### src/verilog/reset_seq_pkg.sv
// Constants shared by the reset source sequencer and its supply filter.
// Assumes a single 50 MHz clock and an APB register port.
package reset_seq_pkg;

  // Clock rate in hertz and megahertz.
  localparam int unsigned CLK_HZ = 50000000;
  localparam int unsigned CLK_MHZ = 50;

  // Delay after a reset source lets go, in milliseconds, and in cycles.
  localparam int unsigned RESET_RELEASE_DELAY_MS = 100;
  localparam int unsigned RELEASE_CYCLES =
    RESET_RELEASE_DELAY_MS * (CLK_HZ / 1000);

  // Least low-supply time that qualifies a reset, in ns, rounded up.
  localparam int unsigned LOW_SUPPLY_QUALIFY_NS = 60000;
  localparam logic [11:0] QUALIFY_CYCLES =
    12'((LOW_SUPPLY_QUALIFY_NS * CLK_MHZ + 999) / 1000);

  // Start-up timer lengths in oscillator cycles.
  localparam logic [22:0] STARTUP_LONG = 23'h000080;
  localparam logic [22:0] STARTUP_SHORT = 23'h000002;

  // Register byte offsets.
  localparam logic [11:0] ADDR_CONFIG = 12'h000;
  localparam logic [11:0] ADDR_STATUS = 12'h004;
  localparam logic [11:0] ADDR_CTRL = 12'h008;

  // Config register fields.
  localparam int CFG_LOWV_EN = 0;
  localparam int CFG_THRESH_LSB = 1;
  localparam int CFG_RC_OSC = 4;
  localparam int CFG_START_SHORT = 5;
  localparam logic [5:0] CONFIG_RESET = 6'h00;

  // Reset values loaded into the core registers.
  localparam logic [7:0] SECOND_CONTROL_RESET = 8'h8A;
  localparam logic [7:0] TIMER0_CONTROL_RESET = 8'h08;
  localparam logic [7:0] CONVERTER_CONTROL_RESET = 8'h40;

  // Power-on side actions, one bit each.
  localparam int ACT_IRQ_DISABLE = 0;
  localparam int ACT_WDOG_CLEAR = 1;
  localparam int ACT_TIMER_STOP = 2;
  localparam int ACT_PORTS_INPUT = 3;
  localparam int ACT_STACK_TOP = 4;
  localparam logic [4:0] ACT_ALL = 5'h1F;
  localparam logic [4:0] ACT_NONE = 5'h00;

  // Sequencer states, one-hot.
  typedef enum logic [3:0] {
    ST_RUN = 4'h1,
    ST_HOLD = 4'h2,
    ST_DELAY = 4'h4,
    ST_START = 4'h8
  } seq_state_t;

  // Cause of the last reset.
  localparam logic [2:0] CAUSE_NONE = 3'h0;
  localparam logic [2:0] CAUSE_POWER = 3'h1;
  localparam logic [2:0] CAUSE_PIN = 3'h2;
  localparam logic [2:0] CAUSE_LOWV = 3'h3;
  localparam logic [2:0] CAUSE_WDOG = 3'h4;
  localparam logic [2:0] CAUSE_WAKE = 3'h5;

endpackage : reset_seq_pkg

### src/verilog/low_supply_qualifier.sv
// Filters the supply monitor's low indication by duration.
// Assumes the indication is synchronous to pclk.
`timescale 1ns/10ps
module low_supply_qualifier (
  // Clock and reset.
  input wire logic pclk,
  input wire logic presetn,
  // Supply monitor indication and filtered result.
  input wire logic low_supply,
  output logic qualified
);

  // Whole state of the filter.
  typedef struct packed {
    logic [11:0] count;
    logic qual;
  } qual_st_t;

  qual_st_t st;
  qual_st_t next_st;

  // duration filter
  // Counts consecutive low cycles; a gap restarts the count.
  always_comb begin
    next_st = st;
    if (!low_supply) begin
      next_st.count = 12'h000;
      next_st.qual = 1'b0;
    end else if (st.count != reset_seq_pkg::QUALIFY_CYCLES) begin
      next_st.count = st.count + 12'h001;
    end else begin
      next_st.qual = 1'b1;
    end
  end

  // Registers the state.
  always_ff @(posedge pclk or negedge presetn) begin
    if (!presetn) begin
      st <= '0;
    end else begin
      st <= next_st;
    end
  end

  assign qualified = st.qual;
endmodule : low_supply_qualifier

### src/verilog/reset_source_sequencer.sv
// Reset source sequencer: power-on, pin, low-supply and watchdog resets.
// Assumes all inputs are synchronous to pclk; presetn is the power-on
// reset; registers are reached over APB with 32-bit data.
// Operation
// - Low-supply reset only when configured on.
// - Low supply must last beyond qualifying time.
// - Threshold level selected by configuration code.
// - Hold execution for release delay afterwards.
// - Running watchdog reset acts like pin reset.
// - Sleeping watchdog clears PC, SP, wakes.
// - Start-up timer 128 or 2 cycles.
// - Power-on clears flags; running watchdog sets time-out flag, sleeping watchdog sets both.
// - Pin or low-supply reset keeps flags.
// - Power-on disables all interrupts.
// - Power-on clears and restarts watchdog.
// - Power-on stops timers, clears prescaler.
// - Power-on makes all ports inputs.
// - Power-on points stack at top.
// - Every reset zeroes program counter low byte.
// - Full resets load fixed control defaults.
//
// Added by the designer: the APB interface to the registers and the register addresses.
`timescale 1ns/10ps
module reset_source_sequencer #(
  parameter int unsigned RELEASE_CYCLES = reset_seq_pkg::RELEASE_CYCLES
) (
  // Clock and power-on reset.
  input wire logic pclk,
  input wire logic presetn,
  // APB slave.
  input wire logic psel,
  input wire logic penable,
  input wire logic pwrite,
  input wire logic [11:0] paddr,
  input wire logic [31:0] pwdata,
  output logic [31:0] prdata,
  output logic pready,
  output logic pslverr,
  // Reset sources.
  input wire logic supply_por,
  input wire logic ext_reset_pin_n,
  input wire logic low_supply,
  input wire logic wdt_timeout,
  input wire logic sleeping,
  // Supply monitor threshold code.
  output logic [2:0] low_supply_threshold,
  // Core control.
  output logic cpu_run,
  output logic pc_clear,
  output logic sp_clear,
  output logic wake,
  output logic [4:0] por_actions,
  output logic timeout_flag,
  output logic powerdown_flag,
  // Register defaults held for the core.
  output logic [7:0] second_control_reg,
  output logic [7:0] timer0_control,
  output logic [7:0] converter_control
);

  // Whole state of the sequencer.
  typedef struct packed {
    reset_seq_pkg::seq_state_t state;
    logic [22:0] count;
    logic [2:0] cause;
    logic to_flag;
    logic pd_flag;
    logic [5:0] cfg;
    logic [7:0] ctl2;
    logic [7:0] tmr0;
    logic [7:0] conv;
    logic run;
    logic pcc;
    logic spc;
    logic wk;
    logic [4:0] acts;
    logic [31:0] rdata;
    logic rdy;
    logic err;
  } seq_st_t;

  seq_st_t st;
  seq_st_t next_st;
  logic qualified;
  logic src_low;
  logic wd_run;
  logic wd_sleep;
  logic [22:0] start_len;

  // Matches an APB address against a register offset.
  function automatic logic addr_hit(input logic [11:0] a,
                                    input logic [11:0] off);
    addr_hit = (a == off);
  endfunction : addr_hit

  // Duration filter for the low-supply indication.
  low_supply_qualifier u_qual (
    .pclk(pclk),
    .presetn(presetn),
    .low_supply(low_supply),
    .qualified(qualified)
  );

  // Source decode; watchdog only counts while the core runs.
  always_comb begin
    src_low = st.cfg[reset_seq_pkg::CFG_LOWV_EN] & qualified;
    wd_run = wdt_timeout & (st.state == reset_seq_pkg::ST_RUN) & !sleeping;
    wd_sleep = wdt_timeout & (st.state == reset_seq_pkg::ST_RUN) & sleeping;
    if (st.cfg[reset_seq_pkg::CFG_RC_OSC] &&
        st.cfg[reset_seq_pkg::CFG_START_SHORT]) begin
      start_len = reset_seq_pkg::STARTUP_SHORT;
    end else begin
      start_len = reset_seq_pkg::STARTUP_LONG;
    end
  end

  // Next-state logic: bus access first, reset sources override it.
  always_comb begin
    next_st = st;
    next_st.pcc = 1'b0;
    next_st.spc = 1'b0;
    next_st.wk = 1'b0;
    // Zero-wait APB: pready rises in the access cycle.
    next_st.rdy = psel & !penable;
    next_st.err = psel & !penable &
      !(addr_hit(paddr, reset_seq_pkg::ADDR_CONFIG) ||
        addr_hit(paddr, reset_seq_pkg::ADDR_STATUS) ||
        addr_hit(paddr, reset_seq_pkg::ADDR_CTRL));
    // Read data is captured in the setup cycle.
    if (psel && !penable) begin
      if (addr_hit(paddr, reset_seq_pkg::ADDR_CONFIG)) begin
        next_st.rdata = {26'h0000000, st.cfg};
      end else if (addr_hit(paddr, reset_seq_pkg::ADDR_STATUS)) begin
        next_st.rdata = {22'h000000, st.run, st.cause, st.pd_flag,
                         st.to_flag, st.state};
      end else if (addr_hit(paddr, reset_seq_pkg::ADDR_CTRL)) begin
        next_st.rdata = {8'h00, st.conv, st.tmr0, st.ctl2};
      end else begin
        next_st.rdata = 32'h00000000;
      end
    end
    // Writes take effect at the completing access edge.
    if (psel && penable && pwrite && st.rdy) begin
      if (addr_hit(paddr, reset_seq_pkg::ADDR_CONFIG)) begin
        next_st.cfg = pwdata[5:0];
      end else if (addr_hit(paddr, reset_seq_pkg::ADDR_CTRL)) begin
        next_st.ctl2 = pwdata[7:0];
        next_st.tmr0 = pwdata[15:8];
        next_st.conv = pwdata[23:16];
      end
    end
    if (supply_por) begin
      next_st.state = reset_seq_pkg::ST_HOLD;
      next_st.count = 23'h000000;
      next_st.cause = reset_seq_pkg::CAUSE_POWER;
      next_st.to_flag = 1'b0;
      next_st.pd_flag = 1'b0;
      next_st.acts = reset_seq_pkg::ACT_ALL;
    end else if (!ext_reset_pin_n || src_low) begin
      next_st.state = reset_seq_pkg::ST_HOLD;
      next_st.count = 23'h000000;
      next_st.cause = src_low ? reset_seq_pkg::CAUSE_LOWV
                              : reset_seq_pkg::CAUSE_PIN;
    end else if (wd_run) begin
      next_st.state = reset_seq_pkg::ST_DELAY;
      next_st.count = 23'h000000;
      next_st.cause = reset_seq_pkg::CAUSE_WDOG;
      next_st.to_flag = 1'b1;
    end else if (wd_sleep) begin
      next_st.state = reset_seq_pkg::ST_START;
      next_st.count = 23'h000000;
      next_st.cause = reset_seq_pkg::CAUSE_WAKE;
      next_st.to_flag = 1'b1;
      next_st.pd_flag = 1'b1;
      next_st.spc = 1'b1;
    end else begin
      case (st.state)
        // Source has let go: begin the release delay.
        reset_seq_pkg::ST_HOLD: begin
          next_st.state = reset_seq_pkg::ST_DELAY;
          next_st.count = 23'h000000;
        end
        reset_seq_pkg::ST_DELAY: begin
          if (st.count == 23'(RELEASE_CYCLES - 1)) begin
            next_st.state = reset_seq_pkg::ST_RUN;
            next_st.acts = reset_seq_pkg::ACT_NONE;
          end else begin
            next_st.count = st.count + 23'h000001;
          end
        end
        reset_seq_pkg::ST_START: begin
          if (st.count == start_len - 23'h000001) begin
            next_st.state = reset_seq_pkg::ST_RUN;
            next_st.wk = 1'b1;
          end else begin
            next_st.count = st.count + 23'h000001;
          end
        end
        // Running: nothing to do.
        reset_seq_pkg::ST_RUN: begin
          next_st.state = reset_seq_pkg::ST_RUN;
        end
        default: begin
          next_st.state = reset_seq_pkg::ST_HOLD;
        end
      endcase
    end
    if (supply_por || !ext_reset_pin_n || src_low || wd_run || wd_sleep) begin
      next_st.pcc = 1'b1;
    end
    if (supply_por || !ext_reset_pin_n || src_low || wd_run) begin
      next_st.ctl2 = reset_seq_pkg::SECOND_CONTROL_RESET;
      next_st.tmr0 = reset_seq_pkg::TIMER0_CONTROL_RESET;
      next_st.conv = reset_seq_pkg::CONVERTER_CONTROL_RESET;
    end
    next_st.run = (next_st.state == reset_seq_pkg::ST_RUN);
  end

  // Registers the state; reset is the power-on case.
  always_ff @(posedge pclk or negedge presetn) begin
    if (!presetn) begin
      st <= '{state: reset_seq_pkg::ST_HOLD, count: 23'h000000,
              cause: reset_seq_pkg::CAUSE_POWER, to_flag: 1'b0,
              pd_flag: 1'b0, cfg: reset_seq_pkg::CONFIG_RESET,
              ctl2: reset_seq_pkg::SECOND_CONTROL_RESET,
              tmr0: reset_seq_pkg::TIMER0_CONTROL_RESET,
              conv: reset_seq_pkg::CONVERTER_CONTROL_RESET,
              run: 1'b0, pcc: 1'b1, spc: 1'b0, wk: 1'b0,
              acts: reset_seq_pkg::ACT_ALL, rdata: 32'h00000000,
              rdy: 1'b0, err: 1'b0};
    end else begin
      st <= next_st;
    end
  end

  // Outputs straight from the state flip-flops.
  assign prdata = st.rdata;
  assign pready = st.rdy;
  assign pslverr = st.err;
  assign low_supply_threshold = st.cfg[reset_seq_pkg::CFG_THRESH_LSB +: 3];
  assign cpu_run = st.run;
  assign pc_clear = st.pcc;
  assign sp_clear = st.spc;
  assign wake = st.wk;
  assign por_actions = st.acts;
  assign timeout_flag = st.to_flag;
  assign powerdown_flag = st.pd_flag;
  assign second_control_reg = st.ctl2;
  assign timer0_control = st.tmr0;
  assign converter_control = st.conv;
endmodule : reset_source_sequencer
### config.mk
export PLATFORM = sky130hd
export DESIGN_NAME = reset_source_sequencer
export DESIGN_NICKNAME = d
export VERILOG_FILES = /design/src/verilog/reset_seq_pkg.sv /design/src/verilog/low_supply_qualifier.sv /design/src/verilog/reset_source_sequencer.sv
export SDC_FILE = /design/constraint.sdc
export NUM_CORES = 1
export LEC_CHECK = 0
export ABC_CLOCK_PERIOD_IN_PS = 2300
export BUFFER_PORTS_ARGS = -buffer_cell sky130_fd_sc_hd__buf_2
export CAP_MARGIN = 20
export CORE_MARGIN = 2
export CORE_UTILIZATION = 49
export DETAILED_ROUTE_END_ITERATION = 6
export PLACE_DENSITY = 0.87
export SYNTH_ARGS = -nofsm -noshare
export SYNTH_HDL_FRONTEND = slang
export SYNTH_SLANG_ARGS = --single-unit
export TNS_END_PERCENT = 5
### constraint.sdc
create_clock -name pclk -period 2.3 [get_ports pclk]
set_input_delay 0.115 -clock pclk [delete_from_list [all_inputs] [get_ports pclk]]
set_output_delay 0.115 -clock pclk [all_outputs]
set_load 0.03 [all_outputs]
Word-level counts from Yosys, hierarchy flattened:

Cells that the tools add are included.

* register bits after elaboration: 118
* output and inout bits: 72
* logic and storage cells: 113

* reductions and logical operators: 31
* add/subtract/negate cells: 3
* eq/ne operators: 18
* muxes and demuxes: 36
* bitwise operators: 6

Operator list (number)
* $mux 24: 7
* $pmux 23 s3: 1
* $mux 23: 2
* $mux 32: 1
* $mux 31: 1
* $mux 30: 1
* $mux 27: 1
* $add 23x1->23 const B: 1
* $eq 23x23->1: 1
* $eq 23x23->1 const B: 1
* $sub 23x1->23 const B: 1
* $mux 5: 4
* $pmux 4 s4: 1
* $mux 7: 2
* $mux 13: 1
* $add 12x1->12 const B: 1
* $eq 12x3->1 const B: 1
* $eq 12x4->1 const B: 1
* $logic_not 12->1: 1
* $mux 12: 1
* $ne 12x12->1 const B: 1
* $ne 6x6->1 const B: 2
* $reduce_bool 2->1: 5
* $reduce_and 3->1: 3
* other kinds (20): 52

Depth between registers and ports, before layout:

* depth after elaboration: 11
* depth in mapped cells: 8
* mapped depth without buffers: 6

Modules after synthesis:

From an unflattened synthesis, not the netlist that was laid out.

* cells, all modules: 616
* area total of the unflattened synthesis: 5931.9 um2

Modules (own cells, without submodules)
* reset_source_sequencer: seq. area each 2338.5 um2, cells each 543, instances 1, area each 5223.8 um2
* low_supply_qualifier: seq. area each 325.3 um2, cells each 73, instances 1, area each 708.2 um2

Least setup slack after synthesis:

Ideal clock, no wire load.

* kind: register to register
* start: register st[85] (netlist bit)
* end: register st[82] (netlist bit)
* path slack: -148 ps
* path buffers: 1
* clock period less this slack: 2448 ps
* data arrival time: 2326 ps
* data required time: 2177 ps
* stages on the path, launching flop included: 7
* path through: dfrtp_1 -> or4_4 -> or4_4 -> a2111oi_4 -> buf_4 -> nor3_1 -> o221a_2

* word-level cells in the longest chain between the ends: 3
* elaborated cells on any way between the ends: 5

RTL lines
* start, declared: RTL line reset_source_sequencer.sv:82 `seq_st_t st;`
* start signal, assigned: RTL line reset_source_sequencer.sv:222 `st <= '{state: reset_seq_pkg::ST_HOLD, count: 23'h000000,`
* start signal, assigned: RTL line reset_source_sequencer.sv:232 `st <= next_st;`
* $eq 23x23->1, on equally long branches: RTL line reset_source_sequencer.sv:192, reset_source_sequencer.sv:184
* $ne 6x6->1 (no source line)
* $reduce_and 3->1 (no source line) *

Every way passes the cells marked *; elsewhere a longest branch is shown, timed or not.
A chain may end at the register's enable or synchronous reset.

Worst setup path after layout:

* start: register st[80] (netlist bit)
* end: register st[82] (netlist bit)

* word-level cells in the longest chain between the ends: 7
* elaborated cells on any way between the ends: 13

RTL lines
* $add 23x1->23: RTL line reset_source_sequencer.sv:188, reset_source_sequencer.sv:196
* $mux 23, on equally long branches: RTL line reset_source_sequencer.sv:192, reset_source_sequencer.sv:184
* $pmux 23 s3: RTL line reset_source_sequencer.sv:177 `case (st.state)`
* $mux 27: RTL line reset_source_sequencer.sv:169 `end else if (wd_sleep) begin`
* $mux 31: RTL line reset_source_sequencer.sv:164 `end else if (wd_run) begin`
* $mux 30: RTL line reset_source_sequencer.sv:159 `end else if (!ext_reset_pin_n || src_low) begin`
* $mux 32: RTL line reset_source_sequencer.sv:152 `if (supply_por) begin`

Parallel ways exist; a longest one is shown, timed or not. The select of a mux whose other input is x is not followed.

==> Implementation_results.wiki <==
{| class="wikitable"
! Metric !! Value
|-
| Number of logic stages on the critical path including buffering || 6
|-
| Static leakage || 2.993 nW
|-
| Hold depth || 3
|-
| Delay of the slowest cell on the worst path || 530 ps
|-
| Top fanout value on the critical path || 8
|-
| Worst clock skew on the final layout || 10.22 ps
|-
| Syn Area/Cell || 9.555 um^2
|-
| Post-Place Worst Slack || -265.9 ps
|-
| DIE WIDTH || 110.7 um
|-
| Unique cell type count in the Yosys netlist || 64
|-
| Startpoint types || flop
|-
| Leading area contributor after synthesis || sky130_fd_sc_hd__dfrtp_1
|-
| Core box area || 10,980 um^2
|-
| Area Growth Syn to Fin || 16.86%
|-
| Endpoint of the lowest-slack register-to-register path || st[82]
|-
| Mux share of post-synthesis cell area || 1.390%
|-
| Arrival time worst endpoint || 2750 ps
|-
| Adder-cell share of the synthesized area || 0.6726%
|-
| Die Area || 12,260 um^2
|-
| Register with the most flip-flops || st
|-
| Vias in the first global route || 4,799
|-
| Maximum number of pins on one net before global-route repair || 53
|-
| Power after layout || 0.003719 W
|-
| DR iter-0 viols || 486
|-
| Count of cells along the worst register-to-register path || 6
|-
| Xor-xnor portion of the synthesized cell area || 1.570%
|-
| Cell seen most often among critical-path stages || sky130_fd_sc_hd__or4_4
|-
| Post-layout net count || 730
|-
| Number of top-level pins || 126
|-
| Start point of the worst hold path || pwdata[18]
|-
| Portion of synthesized cell area occupied by the leading cell type || 43.50%
|-
| Number of detailed-routing iterations run before antenna repair || 5
|-
| Clock insertion delay at the later pin of the skew report || 360 ps
|-
| Synth Area in Compound Gates || 16.48%
|-
| Peak supply drop || 437.7 uV
|-
| Count of warnings emitted by yosys || 0
|-
| Residual DRC || 0
|-
| Max-capacitance violation count || 0
|-
| Power per Cell Area || 570.4 nW/um^2
|-
| Leading cell type in the layout, fill and taps excluded || sky130_fd_sc_hd__buf_2
|-
| Fmax || 400.9 MHz
|-
| Relative max-transition margin || 36.55%
|-
| Worst-path cell chain || or4_4 -> or4_4 -> a2111oi_4 -> buf_6 -> nor3_1 -> o221a_2
|-
| Worst-case setup margin in the final layout || -194.3 ps
|-
| Detail-routed net length per standard cell || 17.95 um
|-
| Category of the worst setup path capture point || flop
|-
| Wire length of the first global-routing pass || 23.75 mm
|-
| Routability Congestion || 0.9226
|-
| FP Rows || 38
|-
| Dominant combinational cell family by area after synthesis || simple AND/OR/NAND/NOR gates
|-
| Overall global routing resource usage || 23.86%
|-
| Dpl hpwl || 10.30 mm
|-
| Worst reg2reg path startpoint || st[80]
|-
| Number of buffers inserted by port buffering || 109
|-
| Area of the mapped netlist || 5580 um^2
|-
| Post-synthesis cell count || 584
|-
| Worst Path Buf+Inv || 1
|-
| ANT cells || 0
|-
| Vias per std cell || 6.006
|-
| Number of flip-flops in the largest register || 33
|-
| Starting Density || 50.81%
|-
| Clock buffers created by TritonCTS || 9
|-
| Worst-path cell with the longest stage delay || sky130_fd_sc_hd__or4_4
|-
| Synth top area cells || sky130_fd_sc_hd__dfrtp_1 43%, sky130_fd_sc_hd__buf_4 8.7%, sky130_fd_sc_hd__nand2_1 5.8%
|-
| Number of slew-limit violations in the final report || 0
|-
| Longest Clk Path Bufs || 2
|-
| Number of H-tree levels || 3
|-
| TritonCTS clock tree || built
|-
| Routed wire length || 14.69 mm
|-
| Result of the run || finished with violations
|-
| Worst hold-check path type || input pin to flop
|-
| Most frequently used flop master after synthesis || sky130_fd_sc_hd__dfrtp_1
|-
| Antenna violations before repair || 0
|-
| Shortest period the worst path allows || 2494 ps
|-
| Fraction of final layout cells sized beyond drive strength 1 || 30.53%
|-
| Setup-violating endpoint count in the final report || 25
|-
| Register clock-pin slew on the reported worst setup and hold paths || 80 ps
|-
| Root buffer cell || sky130_fd_sc_hd__clkbuf_16
|-
| Unrepaired setup endpoints after global routing || yes
|-
| Largest delay share family, worst path || simple AND/OR/NAND/NOR gates
|-
| Terminating pin of the worst hold path || converter_control[2]
|-
| Post-synthesis register bit count || 106
|-
| Post-detailed-route count of antenna-violating nets || 0
|-
| Critical path start-end classification || flop to flop
|-
| Register-to-register setup slack || -190 ps
|-
| Vertical die dimension || 110.7 um
|-
| Sequential element share of the synthesized area || 47.74%
|-
| Most used cells in the layout excluding fill and tap cells || 108 x sky130_fd_sc_hd__buf_2, 97 x sky130_fd_sc_hd__dfrtp_1, 86 x sky130_fd_sc_hd__nand2_1
|-
| Number of hold-slack violations in the final timing report || 0
|-
| Final clock period utilization by the worst path || 108.4%
|-
| Worst slew pin tran || 948.2 ps
|-
| Area fraction in and, or, nand and nor cells after synthesis || 20.56%
|-
| Final Util || 59.38%
|-
| Number of flops mapped to enable cells by yosys || 0
|-
| Required time reported for the critical path endpoint || 2550 ps
|-
| Failing checks || negative setup slack
|-
| CTS sink count || 106
|-
| Total via count in the routed design || 4,913
|-
| Grt ovf || 0
|-
| Share of flip-flops with an asynchronous set or reset after synthesis || 100.0%
|}
## worst register-to-register path: cells and delay by family (launching register included)
family | cells | cell delay, ps
compound gates | 2 | 730
buf+inv | 1 | 210
flops | 1 | 390
simple gates | 3 | 1050
## area by class of cell
type	instances	area (um^2)
inverters	11	41.29
clock buffers	9	225.2
flip-flops and latches	106	2664
multi-input cells	381	2326
clock inverters	7	70.07
repair buffers	164	1020
well taps	140	175.2
fillers	870	4462
## worst max-delay path by stage
stage | startpoint | endpoint | slack (ps)
final | st[80] | st[82] | -190
after global routing | st[81] | st[83] | -280
after CTS | st[80] | st[83] | -170
after detailed placement | st[80] | st[94] | -270
after global placement | st[80] | st[80] | -140
after floorplan | st[80] | st[82] | -140
## through the flow
stage | cells | hold WS (ps) | setup TNS (ps) | instance area (um^2)
after floorplan | 591 | -180.6 | -1210 | 5607
after global placement | 788 | 93.58 | -1778 | 6061
after detailed placement | 788 | 94.11 | -3263 | 6061
after CTS | 817 | 1.734 | -2695 | 6496
after global routing | 818 | 3.504 | -5268 | 6521
final | 818 | 7.926 | -3131 | 6521
## kinds of logic after synthesis
family | Yosys count
adders and majority gates | 3
DFF | 106
other | 1
muxes | 7
AOI/OAI and AO/OA | 126
buffers and inverters | 104
xor gates and xnor gates | 10
and+or+nand+nor | 227
## what timing repair did
action | in CTS | in global routing
hold endpoints to repair | 40 | 1
cloned | 1 | 0
buffers inserted | 1 | 0
resized for setup | 7 | 6
pin swaps | 7 | 3
endpoints found under the setup margin | 22 | 26
hold buffers | 11 | 1
## layer usage
layer,track usage (%),part of all wire [%],vias to the layer above
met3,6.725,8.2,39
met4,9.833,2.6,0
li1,-,-,2210
met2,39.67,50,268
met1,29.32,40,2396
met5,0,0,-
## where the power goes
part / internal, W / switching (W)
logic: 0.000104 / 0.000183
registers: 0.00188 / 0.0000187
clock network: 0.000766 / 0.000766
## Yosys cell counts (5+ instances only)
library cell and n:
sky130_fd_sc_hd__and2_1 9, sky130_fd_sc_hd__xnor2_1 5, sky130_fd_sc_hd__nand3_1 20, sky130_fd_sc_hd__inv_1 11, sky130_fd_sc_hd__o221a_1 6, sky130_fd_sc_hd__mux2_2 6, sky130_fd_sc_hd__nand2_1 86, sky130_fd_sc_hd__nand4_1 13
sky130_fd_sc_hd__clkbuf_1 25, sky130_fd_sc_hd__buf_4 65, sky130_fd_sc_hd__nor2b_1 6, sky130_fd_sc_hd__nor2_1 26, sky130_fd_sc_hd__nor3_1 19, sky130_fd_sc_hd__dfrtp_1 97, sky130_fd_sc_hd__o21ai_0 31, sky130_fd_sc_hd__nor3b_1 8
sky130_fd_sc_hd__a31oi_1 6, sky130_fd_sc_hd__a22o_1 14, sky130_fd_sc_hd__a222oi_1 5, sky130_fd_sc_hd__or3_1 5, sky130_fd_sc_hd__dfstp_2 9, sky130_fd_sc_hd__xor2_1 5, sky130_fd_sc_hd__nor4_1 9, sky130_fd_sc_hd__a21oi_1 27
(Power assumes the default switching activity.)
